### src/core/tbc_defs.svh
// Constants for the sixteen-bit timer/counter: register offsets, reset values and timing counts.
// Assumes a single 250 MHz system clock and an 8-bit register port with one-cycle strobes.
//
// Overview of operation
// - The block holds a 16-bit count used as a timer or counter and flags an interrupt on every overflow.
// - Software reads and writes the count as a high byte and a low byte.
// - A special event trigger from a capture/compare unit clears the count.
// - With wide access on, the count is read and written as one 16-bit operation, otherwise as two 8-bit ones.
// - The clock-assignment field picks which timer pair clocks each capture/compare unit.
// - The prescale field divides the count clock by 1, 2, 4 or 8 before counting.
// - An external clock passes through a synchronizer unless sync-disable is set.
// - With the internal clock selected, sync-disable is ignored.
// - The external source counts rising edges after the first falling edge; the internal source is Fosc/4.
`ifndef TBC_DEFS_SVH
`define TBC_DEFS_SVH

// ----------------------------------------------------------------
// Register map
// ----------------------------------------------------------------
`define TBC_ADDR_W      3
`define TBC_OFF_CTRL    3'h0
`define TBC_OFF_CNT_LO  3'h1
`define TBC_OFF_CNT_HI  3'h2
`define TBC_OFF_STATUS  3'h3
`define TBC_OFF_MASK    3'h4

// ----------------------------------------------------------------
// Reset values and field positions
// ----------------------------------------------------------------
`define TBC_CTRL_RST    8'h00
`define TBC_CNT_RST     16'h0000
`define TBC_CNT_MAX     16'hffff
`define TBC_BYTE_RST    8'h00
`define TBC_ST_OVF      0
`define TBC_ASSIGN_ALL_B  2'h3
`define TBC_ASSIGN_SPLIT  2'h1

// ----------------------------------------------------------------
// Timing
// ----------------------------------------------------------------
`define TBC_INT_DIV     4
`define TBC_INT_DIV_W   2
`define TBC_PS_W        3

`endif

### src/core/tbc_pkg.sv
// Types shared by the timer/counter files.
// Assumes tbc_defs.svh supplies the numeric constants.
package tbc_pkg;

	// Control register fields, most significant bit first.
	typedef struct packed {
		logic       wide_access_enable;
		logic       capture_clock_assign_hi;
		logic [1:0] prescale_select;
		logic       capture_clock_assign_lo;
		logic       sync_disable;
		logic       clock_source_select;
		logic       timer_on;
	} tbc_ctrl_s;

	// External edge qualifier: waits for the first falling edge.
	typedef enum logic [1:0] {
		TBC_ARM_WAIT  = 2'b01,
		TBC_ARM_READY = 2'b10
	} tbc_arm_e;

endpackage : tbc_pkg

### src/core/tbc_prescale.sv
// Prescaler for the timer/counter: passes one of every 1, 2, 4 or 8 input ticks.
// Assumes input ticks are one-cycle pulses on sys_clk.
`timescale 1ns/100ps
`default_nettype none
`include "tbc_defs.svh"

module tbc_prescale (
	input  wire logic       sys_clk,
	input  wire logic       reset,
	input  wire logic       tick_in,
	input  wire logic [1:0] select,
	input  wire logic       clear,
	output logic            tick_out
);

	logic [`TBC_PS_W-1:0] cnt_reg, cnt_next, limit;
	logic                 out_reg, out_next;

	// Terminal count per code: 00 none, 01 one, 10 three, 11 seven.
	always_comb begin
		limit = `TBC_PS_W'((1 << select) - 1);
		limit = (select == 2'h3) ? `TBC_PS_W'(7) : limit;
		cnt_next = cnt_reg;
		out_next = 1'b0;
		if (clear) begin
			cnt_next = '0;
		end else if (tick_in) begin
			if (cnt_reg >= limit) begin
				cnt_next = '0;
				out_next = 1'b1;
			end else begin
				cnt_next = cnt_reg + 1'b1;
			end
		end
	end

	// Registers only.
	always_ff @(posedge sys_clk or posedge reset) begin
		if (reset) begin
			cnt_reg <= '0;
			out_reg <= 1'b0;
		end else begin
			cnt_reg <= cnt_next;
			out_reg <= out_next;
		end
	end

	assign tick_out = out_reg;
endmodule : tbc_prescale
`default_nettype wire

### src/core/tbc_timer.sv
// Sixteen-bit timer/counter with control, count, interrupt status and mask registers.
// Assumes a register master with one-cycle strobes; the pin and trigger are synchronous to sys_clk.
`timescale 1ns/100ps
`default_nettype none
`include "tbc_defs.svh"

module tbc_timer #(
	parameter int CAPTURE_UNITS = 5
) (
	input  wire logic                   sys_clk,
	input  wire logic                   reset,
	input  wire logic [`TBC_ADDR_W-1:0] bus_addr,
	input  wire logic [7:0]             bus_wdata,
	input  wire logic                   bus_wr,
	input  wire logic                   bus_rd,
	output logic      [7:0]             bus_rdata,
	input  wire logic                   external_count_pin,
	input  wire logic                   special_event,
	output logic                        irq,
	output logic [CAPTURE_UNITS-1:0]    capture_use_b
);

	// ----------------------------------------------------------------
	// Elaboration check
	// ----------------------------------------------------------------
	// Unit 0 is the first enhanced unit; at least one other must follow it.
	if (CAPTURE_UNITS < 2) begin : g_bad_units
		$error("CAPTURE_UNITS must be at least 2.");
	end

	// ----------------------------------------------------------------
	// Declarations
	// ----------------------------------------------------------------
	tbc_pkg::tbc_ctrl_s             ctrl_reg, ctrl_next;
	logic [15:0]                    count_reg, count_next;
	logic [7:0]                     hi_buf_reg, hi_buf_next;
	logic [7:0]                     rdata_reg, rdata_next;
	logic [7:0]                     status_reg, status_next;
	logic [7:0]                     mask_reg, mask_next;
	logic                           irq_reg, irq_next;
	logic [CAPTURE_UNITS-1:0]       sel_reg, sel_next;
	logic [`TBC_INT_DIV_W-1:0]      div_reg, div_next;
	logic                           sync1_reg, sync2_reg;
	logic                           prev_reg, prev_next;
	tbc_pkg::tbc_arm_e              arm_reg, arm_next;
	logic                           int_tick, ext_level, ext_rise, ext_fall;
	logic                           src_tick, inc_tick, ps_clear, overflow;
	logic                           wr_ctrl, wr_lo, wr_hi, wr_st, wr_mask, rd_lo;

	// Decoded strobes.
	assign wr_ctrl = bus_wr && bus_addr == `TBC_OFF_CTRL;
	assign wr_lo   = bus_wr && bus_addr == `TBC_OFF_CNT_LO;
	assign wr_hi   = bus_wr && bus_addr == `TBC_OFF_CNT_HI;
	assign wr_st   = bus_wr && bus_addr == `TBC_OFF_STATUS;
	assign wr_mask = bus_wr && bus_addr == `TBC_OFF_MASK;
	assign rd_lo   = bus_rd && bus_addr == `TBC_OFF_CNT_LO;

	// ----------------------------------------------------------------
	// Clock sources
	// ----------------------------------------------------------------
	// Internal instruction clock: one enable pulse every fourth system clock.
	always_comb begin
		div_next = (div_reg == `TBC_INT_DIV_W'(`TBC_INT_DIV - 1)) ? '0 : div_reg + 1'b1;
		int_tick = (div_reg == `TBC_INT_DIV_W'(`TBC_INT_DIV - 1));
	end

	// Bypassing the synchronizer saves two cycles of latency but trusts the pin.
	always_comb begin
		ext_level = ctrl_reg.sync_disable ? external_count_pin : sync2_reg;
		prev_next = ext_level;
		ext_rise  = ext_level && !prev_reg;
		ext_fall  = !ext_level && prev_reg;
	end

	// Edge qualifier: a rising edge counts only once a falling edge was seen.
	always_comb begin
		arm_next = arm_reg;
		case (arm_reg)
			tbc_pkg::TBC_ARM_WAIT:  if (ext_fall) arm_next = tbc_pkg::TBC_ARM_READY;
			tbc_pkg::TBC_ARM_READY: arm_next = tbc_pkg::TBC_ARM_READY;
			default:                arm_next = tbc_pkg::TBC_ARM_WAIT;
		endcase
		if (!ctrl_reg.timer_on || !ctrl_reg.clock_source_select) begin
			arm_next = tbc_pkg::TBC_ARM_WAIT;
		end
	end

	// Source mux; the sync-disable bit has no effect on the internal path.
	always_comb begin
		if (ctrl_reg.clock_source_select) begin
			src_tick = (arm_reg == tbc_pkg::TBC_ARM_READY) && ext_rise;
		end else begin
			src_tick = int_tick;
		end
		src_tick = src_tick && ctrl_reg.timer_on;
		ps_clear = !ctrl_reg.timer_on || wr_ctrl || wr_lo;
	end

	tbc_prescale u_prescale (
		.sys_clk  (sys_clk),
		.reset    (reset),
		.tick_in  (src_tick),
		.select   (ctrl_reg.prescale_select),
		.clear    (ps_clear),
		.tick_out (inc_tick)
	);

	// ----------------------------------------------------------------
	// Count and byte buffer
	// ----------------------------------------------------------------
	// Writes win over the trigger, the trigger over counting.
	always_comb begin
		count_next  = count_reg;
		hi_buf_next = hi_buf_reg;
		overflow    = 1'b0;
		if (wr_lo) begin
			if (ctrl_reg.wide_access_enable) begin
				count_next = {hi_buf_reg, bus_wdata};
			end else begin
				count_next[7:0] = bus_wdata;
			end
		end else if (wr_hi) begin
			if (ctrl_reg.wide_access_enable) begin
				hi_buf_next = bus_wdata;
			end else begin
				count_next[15:8] = bus_wdata;
			end
		end else if (special_event) begin
			count_next = `TBC_CNT_RST;
		end else if (inc_tick && ctrl_reg.timer_on) begin
			count_next = count_reg + 1'b1;
			overflow   = (count_reg == `TBC_CNT_MAX);
		end
		// A wide read of the low byte snapshots the high byte.
		if (rd_lo && ctrl_reg.wide_access_enable) begin
			hi_buf_next = count_reg[15:8];
		end
	end

	// ----------------------------------------------------------------
	// Control, interrupt and capture clock assignment
	// ----------------------------------------------------------------
	// Overflow set wins over a write-one clear in the same cycle.
	always_comb begin
		ctrl_next   = wr_ctrl ? tbc_pkg::tbc_ctrl_s'(bus_wdata) : ctrl_reg;
		mask_next   = wr_mask ? bus_wdata : mask_reg;
		status_next = wr_st ? (status_reg & ~bus_wdata) : status_reg;
		if (overflow) begin
			status_next[`TBC_ST_OVF] = 1'b1;
		end
		irq_next = |(status_next & mask_next);
	end

	// Per unit: 1 means the unit takes its time base from the second timer pair.
	for (genvar u = 0; u < CAPTURE_UNITS; u++) begin : g_assign
		always_comb begin
			case ({ctrl_next.capture_clock_assign_hi, ctrl_next.capture_clock_assign_lo})
				`TBC_ASSIGN_ALL_B: sel_next[u] = 1'b1;
				`TBC_ASSIGN_SPLIT: sel_next[u] = (u != 0);
				default:           sel_next[u] = 1'b0;
			endcase
		end
	end

	// ----------------------------------------------------------------
	// Read data
	// ----------------------------------------------------------------
	// Unmapped addresses read as zero; data stands one cycle after the strobe.
	always_comb begin
		rdata_next = `TBC_BYTE_RST;
		if (bus_rd) begin
			case (bus_addr)
				`TBC_OFF_CTRL:   rdata_next = ctrl_reg;
				`TBC_OFF_CNT_LO: rdata_next = count_reg[7:0];
				`TBC_OFF_CNT_HI: rdata_next = ctrl_reg.wide_access_enable ? hi_buf_reg : count_reg[15:8];
				`TBC_OFF_STATUS: rdata_next = status_reg;
				`TBC_OFF_MASK:   rdata_next = mask_reg;
				default:         rdata_next = `TBC_BYTE_RST;
			endcase
		end
	end

	// ----------------------------------------------------------------
	// State registers
	// ----------------------------------------------------------------
	// The first synchronizer stage feeds only the second.
	always_ff @(posedge sys_clk or posedge reset) begin
		if (reset) begin
			ctrl_reg   <= tbc_pkg::tbc_ctrl_s'(`TBC_CTRL_RST);
			count_reg  <= `TBC_CNT_RST;
			hi_buf_reg <= `TBC_BYTE_RST;
			rdata_reg  <= `TBC_BYTE_RST;
			status_reg <= `TBC_BYTE_RST;
			mask_reg   <= `TBC_BYTE_RST;
			irq_reg    <= 1'b0;
			sel_reg    <= '0;
			div_reg    <= '0;
			sync1_reg  <= 1'b0;
			sync2_reg  <= 1'b0;
			prev_reg   <= 1'b0;
			arm_reg    <= tbc_pkg::TBC_ARM_WAIT;
		end else begin
			ctrl_reg   <= ctrl_next;
			count_reg  <= count_next;
			hi_buf_reg <= hi_buf_next;
			rdata_reg  <= rdata_next;
			status_reg <= status_next;
			mask_reg   <= mask_next;
			irq_reg    <= irq_next;
			sel_reg    <= sel_next;
			div_reg    <= div_next;
			sync1_reg  <= external_count_pin;
			sync2_reg  <= sync1_reg;
			prev_reg   <= prev_next;
			arm_reg    <= arm_next;
		end
	end

	assign bus_rdata     = rdata_reg;
	assign irq           = irq_reg;
	assign capture_use_b = sel_reg;
endmodule : tbc_timer
`default_nettype wire

### config.mk
export PLATFORM = sky130hd
export DESIGN_NAME = tbc_timer
export DESIGN_NICKNAME = d
export VERILOG_FILES = /design/src/core/tbc_pkg.sv /design/src/core/tbc_prescale.sv /design/src/core/tbc_timer.sv
export VERILOG_INCLUDE_DIRS = /design/src /design/src/core
export SDC_FILE = /design/constraint.sdc
export NUM_CORES = 1
export LEC_CHECK = 0
export ABC_AREA = 1
export BUFFER_PORTS_ARGS = -buffer_cell sky130_fd_sc_hd__buf_2
export CORE_AREA = 2 2 106 108
export CTS_BUF_LIST = sky130_fd_sc_hd__clkbuf_16
export DETAILED_ROUTE_END_ITERATION = 7
export DIE_AREA = 0 0 108 110
export GPL_ROUTABILITY_DRIVEN = 0
export HOLD_SLACK_MARGIN = 0.03
export PLACE_DENSITY = 0.67
export RECOVER_POWER = 25
export SLEW_MARGIN = 0
export SYNTH_ARGS = -nofsm -noshare
export SYNTH_HDL_FRONTEND = slang
export SYNTH_SLANG_ARGS = --single-unit
### constraint.sdc
create_clock -name sys_clk -period 4.3 [get_ports sys_clk]
set_input_delay 0.215 -clock sys_clk [delete_from_list [all_inputs] [get_ports sys_clk]]
set_output_delay 0.215 -clock sys_clk [all_outputs]
set_load 0.01 [all_outputs]
==> reports/metrics.yaml, run 1 <==
status:
  run_status: "completed"
synth:
  mappedNetlistArea_sq_um: 4168
  synth.avg_cell_area_sq_um: 7.274
  synth_async_sr_flop_share: 1.000
  synthCells: 573
  synth_seq_cells: 69
  synth_commonest_cells: "sky130_fd_sc_hd__nand2_1, sky130_fd_sc_hd__dfrtp_1, sky130_fd_sc_hd__nor2_1"
  synth_cell_type_count: 38
  syn-num-nets: 598
  synth.yosys.warnings: 0
  synth.top_cell.area_share: 0.4083
  synth_largest_area_cell: "sky130_fd_sc_hd__dfrtp_1"
  synth_edf_count: 0
  synth.most_common_cell: "sky130_fd_sc_hd__nand2_1"
  synthFlopType: "sky130_fd_sc_hd__dfrtp_1"
  ys_seq_area_frac: 0.4146
  synth_top_cells_by_area: "sky130_fd_sc_hd__dfrtp_1, sky130_fd_sc_hd__nand2_1, sky130_fd_sc_hd__nor2_1"
sta:
  worst_slew_pin_slew_ns: 1.340
  worst_hold_margin_ns: 0.1966
  clock.fmax_mhz: 496.2
  timing.setup.tns_ns: 0
  final_min_period_over_clock_period: 0.4686
  finalMaxSlewViolations: 0
  clock-skew-final_ns: 0.008665
  finalHoldViolCount: 0
  slew_headroom: 0.1060
  report.final.setup_viol: 0
  period_needed_ns: 2.015
  grt_setup_unrepaired: "false"
global_routing:
  grt_first_pass_wirelength_mm: 18.22
  pin_count_of_the_biggest_net_entering_global_routing: 36
  antenna_violations_before_repair: 0
  grt.total_usage: 0.2004
  first_global_vias: 3673
  grt.overflow.total: 0
critical_path:
  timing.critical_path.required_ns: 4.52
  critPathKind: "reg2reg"
  critical_path.endpoint_type: "register"
  crit_path_cell_trace: "nand3_4 > nand2_2 > nand2_4 > nor2_1 > nor2_1"
  slowest_stage: "sky130_fd_sc_hd__dfrtp_1"
  worstPathBufferInverterCount: 0
  critical_path.most_common_cell: "sky130_fd_sc_hd__nor2_1"
  ff2ff_setup_slack_ns: 2.28
  worst_path_dominant_cell_family: "flip-flops"
  arrival_ns: 2.24
  timing.critical_path.from_type: "register"
  crit_path_max_fanout: 29
  critical_path.max_stage_delay_ns: 0.95
finish:
  area_growth_pct: 12.31
  multi_input_comb_area_sq_um: 2068
  largest_register_ffs: 16
  finish.instance_area_sq_um: 4681
  fillCellCount: 1073
  nNetsFinal: 622
  final_util: 0.4375
  antenna-diode-count: 0
  post_route_cells_drive_above_1_share: 0.1346
  ff_latch_area_sq_um: 1728
die:
  start_util: 0.3896
  rows: 38
  die_x_extent_um: 108
  boundaryPins: 31
  die_height_um: 110
  core_sq_um: 10700
  fp.dieArea_sq_um: 11880
clock_tree:
  cts.clk_slew.worst_paths_ns: 0.06
  total_clock_sinks: 69
  cts-resized-gates: 0
  clk_root_buf: "sky130_fd_sc_hd__clkbuf_16"
  h-tree-depth: 3
  tritoncts: "done"
  clockBufferDepth: 2
  cts_made_buffers: 9
  insertion_delay_to_the_later_sink_of_the_worst_skew_pair_ns: 0.34
power_and_ir_drop:
  power.density_cell_area_nw_per_um2: 418.0
  netSwitchingFraction: 0.3238
  vdd_drop_max_uv: 186.3
  p_int_mw: 1.323
  total_power_mw: 1.957
  clkPwrFrac: 0.391
  power.sequential.fraction: 0.430
  p_leak_nw: 2.327
  share_comb_of_total_power: 0.179
  psw_mw: 0.6337
routing:
  detailroute.via_count: 3902
  post_drt_via_cell_ratio: 5.259
  post_drt_wl_per_cell_um: 15.21
  dr.first_iter.drc_count: 417
  drcViolationCount: 0
  detailedRoute.firstPassIterationCount: 6
  wl_mm: 11.29
  final_antenna_net_count: 0
place:
  dp.final_hpwl_mm: 8.308
  io_buffer_count: 30
  place_area_sq_um: 4365
run:
  drv_cap: 0
hold_path:
  path_class_of_the_lowest_slack_min_delay_path: "in2reg"
[timing repair]
| item | CTS | global route |
|---|---|---|
| hold buffers | 1 | 0 |
| buffers inserted | 0 | 0 |
| endpoints found under the hold margin | 1 | 0 |
[worst min-delay path, delay by kind of cell]
family	cells	cell delay (ns)
buf+inv	1	0.12
simple gates	2	0.14
[cell families (layout without fill, tap and decap cells)]
kind of cell,count (synthesis),count (layout),share of synthesized area
DFF,69,69,0.4146
buffers and inverters,82,111,0.08916
AOI/OAI and AO/OA,98,98,0.1237
xor gates and xnor gates,4,4,0.008407
adders and majority gates,8,8,0.02402
and+or+nand+nor,312,312,0.3401
[metal layers]
layer	global-route usage	share of wire	routed length, um	up-vias
li1	-	-	-	1893
met1	0.2615	0.43	4881	1805
met2	0.3217	0.46	5185	173
met3	0.03645	0.069	781	31
met4	0.09890	0.039	439	0
met5	0	0	0	-
[path summary, 6_finish.rpt]
| kind | from | end | depth (start not counted) |
|---|---|---|---|
| hold reg to reg | sync1_reg | sync2_reg | 0 |
| max in group asynchronous | reset | count_reg[12] | 3 |
| min in group asynchronous | reset | bus_rdata[3] | 2 |
| setup reg to reg | ctrl_reg[7] | hi_buf_reg[4] | 5 |
| hold / removal | bus_wdata[1] | mask_reg[1] | 3 |
| setup / recovery | ctrl_reg[7] | hi_buf_reg[4] | 5 |
[final cells by class]
type,instances,area share
clock buffers,9,0.04812
clock inverters,7,0.01711
inverters,63,0.05052
multi-input cells,422,0.4419
flip-flops and latches,69,0.3692
well taps,140,0.03742
repair buffers,32,0.03582
[layout by cell type, fill, tap and decap left out, types with 2 or more instances in the layout]
cell type	count
sky130_fd_sc_hd__inv_2	3
sky130_fd_sc_hd__a31oi_1	3
sky130_fd_sc_hd__buf_2	30
sky130_fd_sc_hd__nand3_2	6
sky130_fd_sc_hd__nand3_1	35
sky130_fd_sc_hd__xnor2_1	2
sky130_fd_sc_hd__ha_1	8
sky130_fd_sc_hd__nand2_2	10
sky130_fd_sc_hd__o21ai_1	13
sky130_fd_sc_hd__nor2_1	62
sky130_fd_sc_hd__dfrtp_1	68
sky130_fd_sc_hd__o22ai_1	4
sky130_fd_sc_hd__nand2_1	172
sky130_fd_sc_hd__inv_1	59
sky130_fd_sc_hd__o211ai_1	2
sky130_fd_sc_hd__inv_6	3
sky130_fd_sc_hd__nor2_4	3
sky130_fd_sc_hd__clkbuf_16	9
sky130_fd_sc_hd__nor3_4	2
sky130_fd_sc_hd__or2_2	2
sky130_fd_sc_hd__clkinvlp_4	2
sky130_fd_sc_hd__nand2_4	2
sky130_fd_sc_hd__xor2_1	2
sky130_fd_sc_hd__o21ai_0	46
sky130_fd_sc_hd__nand4_1	10
sky130_fd_sc_hd__a21oi_1	27
sky130_fd_sc_hd__nand3_4	2
[stage by stage]
step | setup slack (ns) | cells
final | 2.285 | 742
after detailed placement | 2.299 | 725
after global routing | 2.128 | 742
after global placement | 2.392 | 725
after floorplan | 2.347 | 573
after CTS | 2.314 | 742
[power groups by stage]
stage | Clock, mW | Combinational, mW | Sequential, mW
2_1_floorplan | 0 | 0.269 | 0.818
3_3_place_gp | 0 | 0.336 | 0.846
3_5_place_dp | 0 | 0.346 | 0.851
4_1_cts | 0.772 | 0.348 | 0.839
5_1_grt | 0.804 | 0.399 | 0.854
6_report | 0.765 | 0.350 | 0.841
Note: power is estimated with default switching activity, not from simulation.
==> inputs of run 2 (changes only) <==
PLACE_DENSITY = 0.69   (was 0.67)
clock period = 1.75 ns   (was 4.3 ns; I/O delays follow)
==> run 2 against run 1 <==
Global-route usage up 1.1 points. Utilization up 0.91 points. Flip-flop and latch count unchanged. Cell count up 1.8%. Clock skew about the same. Register-to-register slack worse by 2.2 ns. Combinational power rose to 2.6 times the previous value. Worst setup slack worse by 2.2 ns. Maximum frequency up 23%. Count of clock-buffer cells in the layout unchanged. Critical path depth up 4. First-iteration DRC count down 3.1%. Critical endpoint is now irq. Highest routed layer unchanged.
==> reports/metrics.yaml, run 2 (synthesized netlist as in run 1, its figures left out) <==
sta:
  layout_setup_ws_ns: 0.1177  # -2.167 ns
  worst_hold_margin_ns: 0.08940  # -0.1072 ns
  slew_headroom: 0.3677  # +0.2618
  worst_slew_pin_slew_ns: 0.9484  # -0.3912 ns
  report.final.setup_viol: 0  # unchanged
  clock.fmax_mhz: 612.6  # +23%
  period_needed_ns: 1.632  # -0.3828 ns
  timing.setup.tns_ns: 0  # unchanged
  final_min_period_over_clock_period: 0.9328  # +0.4641
  clock-skew-final_ns: 0.008314  # -0.0003507 ns
  finalMaxSlewViolations: 0  # unchanged
  grt_setup_unrepaired: "false"
  finalHoldViolCount: 0  # unchanged
clock_tree:
  h-tree-depth: 3  # unchanged
  cts.clk_slew.worst_paths_ns: 0.06  # about the same
  tritoncts: "done"
  clockBufferDepth: 2  # unchanged
  total_clock_sinks: 69  # unchanged
  insertion_delay_to_the_later_sink_of_the_worst_skew_pair_ns: 0.34  # about the same
  cts_made_buffers: 9  # unchanged
  clk_root_buf: "sky130_fd_sc_hd__clkbuf_16"
die:
  fp.dieArea_sq_um: 11880  # unchanged
  core_sq_um: 10700  # unchanged
  start_util: 0.3896  # unchanged
  boundaryPins: 31  # unchanged
  die_height_um: 110  # unchanged
  rows: 38  # unchanged
  die_x_extent_um: 108  # unchanged
finish:
  finish.instance_area_sq_um: 4778  # +2.1%
  mostFrequentLayoutCells: "sky130_fd_sc_hd__nand2_1, sky130_fd_sc_hd__dfrtp_1, sky130_fd_sc_hd__nor2_1"
  final_cells: 755  # +1.8%
  largest_register_ffs: 16  # unchanged
  multi_input_comb_area_sq_um: 2071  # +0.12%
  fillCellCount: 1076  # +0.28%
  post_route_cells_drive_above_1_share: 0.1496  # +0.01504
  area_growth_pct: 14.65
  antenna-diode-count: 0  # unchanged
  ff_latch_area_sq_um: 1730  # +0.14%
  final_util: 0.4467  # +0.009123
  layout_commonest_cell: "sky130_fd_sc_hd__nand2_1"
  nNetsFinal: 635  # +2.1%
status:
  run_status: "completed"
critical_path:
  critical_path.endpoint_type: "register"
  critPathKind: "reg2reg"
  crit_path_max_fanout: 5  # -83%
  timing.critical_path.required_ns: 2.02  # -2.50 ns
  timing.critical_path.from_type: "register"
  arrival_ns: 1.91  # -0.33 ns
power_and_ir_drop:
  power.sequential.fraction: 0.430  # about the same
  share_comb_of_total_power: 0.187  # +0.008
  psw_mw: 1.532  # +140%
  p_leak_nw: 2.369  # +1.8%
  p_int_mw: 3.262  # +150%
  clkPwrFrac: 0.382  # -0.009
  vdd_drop_max_uv: 426.2  # +130%
  total_power_mw: 4.794  # +140%
  netSwitchingFraction: 0.3195  # -0.004299
  power.density_cell_area_nw_per_um2: 1003  # +140%
global_routing:
  grt_first_pass_wirelength_mm: 19.30  # +5.9%
  pin_count_of_the_biggest_net_entering_global_routing: 70  # +94%
  first_global_vias: 3807  # +3.6%
  grt.overflow.total: 0  # unchanged
  antenna_violations_before_repair: 0  # unchanged
  grt.total_usage: 0.2114  # +0.01103
routing:
  dr.first_iter.drc_count: 404  # -3.1%
  post_drt_wl_per_cell_um: 15.52  # +2.0%
  detailroute.via_count: 3954  # +1.3%
  post_drt_via_cell_ratio: 5.237  # -0.41%
  drcViolationCount: 0  # unchanged
  detailedRoute.firstPassIterationCount: 6  # unchanged
  final_antenna_net_count: 0  # unchanged
  wl_mm: 11.72  # +3.8%
run:
  drv_cap: 0  # unchanged
place:
  dp.final_hpwl_mm: 8.658  # +4.2%
  io_buffer_count: 30  # unchanged
  worst_setup_slack_after_placement_ns: 0.02989  # -2.269 ns
  post-place-cells: 737  # +1.7%
  place_area_sq_um: 4472  # +2.4%
hold_path:
  path_class_of_the_lowest_slack_min_delay_path: "in2reg"
[run 2: area by class of cell]
type / instances / area share
Multi-Input combinational cell: 422 / 0.4334
Sequential cell: 69 / 0.3621
Timing Repair Buffer: 45 / 0.05446
Inverter: 63 / 0.05027
Clock buffer: 9 / 0.04713
Tap cell: 140 / 0.03666
Clock inverter: 7 / 0.01597
[run 2: final timing paths]
kind	start	endpoint	slack (ns)	depth (start not counted)
worst max register to register	count_reg[0]	irq	0.12	9
max in group asynchronous	reset	count_reg[1]	0.46	4
worst min-delay path	bus_wdata[3]	mask_reg[3]	0.09	3
worst max-delay path	count_reg[0]	irq	0.12	9
worst min register to register	sync1_reg	sync2_reg	0.37	0
min in group asynchronous	reset	sync2_reg	0.64	4
[run 2: layer usage]
| metal | wire, um | GRT usage |
|---|---|---|
| met1 | 5074 | 0.2784 |
| met2 | 5364 | 0.3338 |
| met3 | 744 | 0.03351 |
| met4 | 537 | 0.1172 |
| met5 | 0 | 0 |
[run 2: repair_timing]
item / in CTS / in global routing
hold buffers: 2 / 0
gates cloned: 0 / 0
setup endpoints to repair: 1 / 3
gates resized for setup: 1 / 3
setup buffers: 0 / 0
endpoints found under the hold margin: 70 / 0
[run 2: worst max-delay path, cell delays in order, from the launching register on]
cell                      delay (ns)
sky130_fd_sc_hd__dfrtp_2        0.43
sky130_fd_sc_hd__ha_1           0.22
sky130_fd_sc_hd__nand3_2        0.15
sky130_fd_sc_hd__inv_2          0.12
sky130_fd_sc_hd__nand2_1        0.10
sky130_fd_sc_hd__nor3_1         0.19
sky130_fd_sc_hd__nand2_1        0.13
sky130_fd_sc_hd__nand2_1        0.10
sky130_fd_sc_hd__nand2_1        0.06
sky130_fd_sc_hd__nand3_1        0.08
[run 2: power by group through the flow]
stage / clock network, mW / registers [mW] / logic, mW
after floorplan: 0 / 2.01 / 0.661
after global placement: 0 / 2.07 / 0.866
after detailed placement: 0 / 2.08 / 0.888
after CTS: 1.86 / 2.06 / 0.900
after global routing: 1.92 / 2.10 / 1.03
final: 1.83 / 2.06 / 0.897
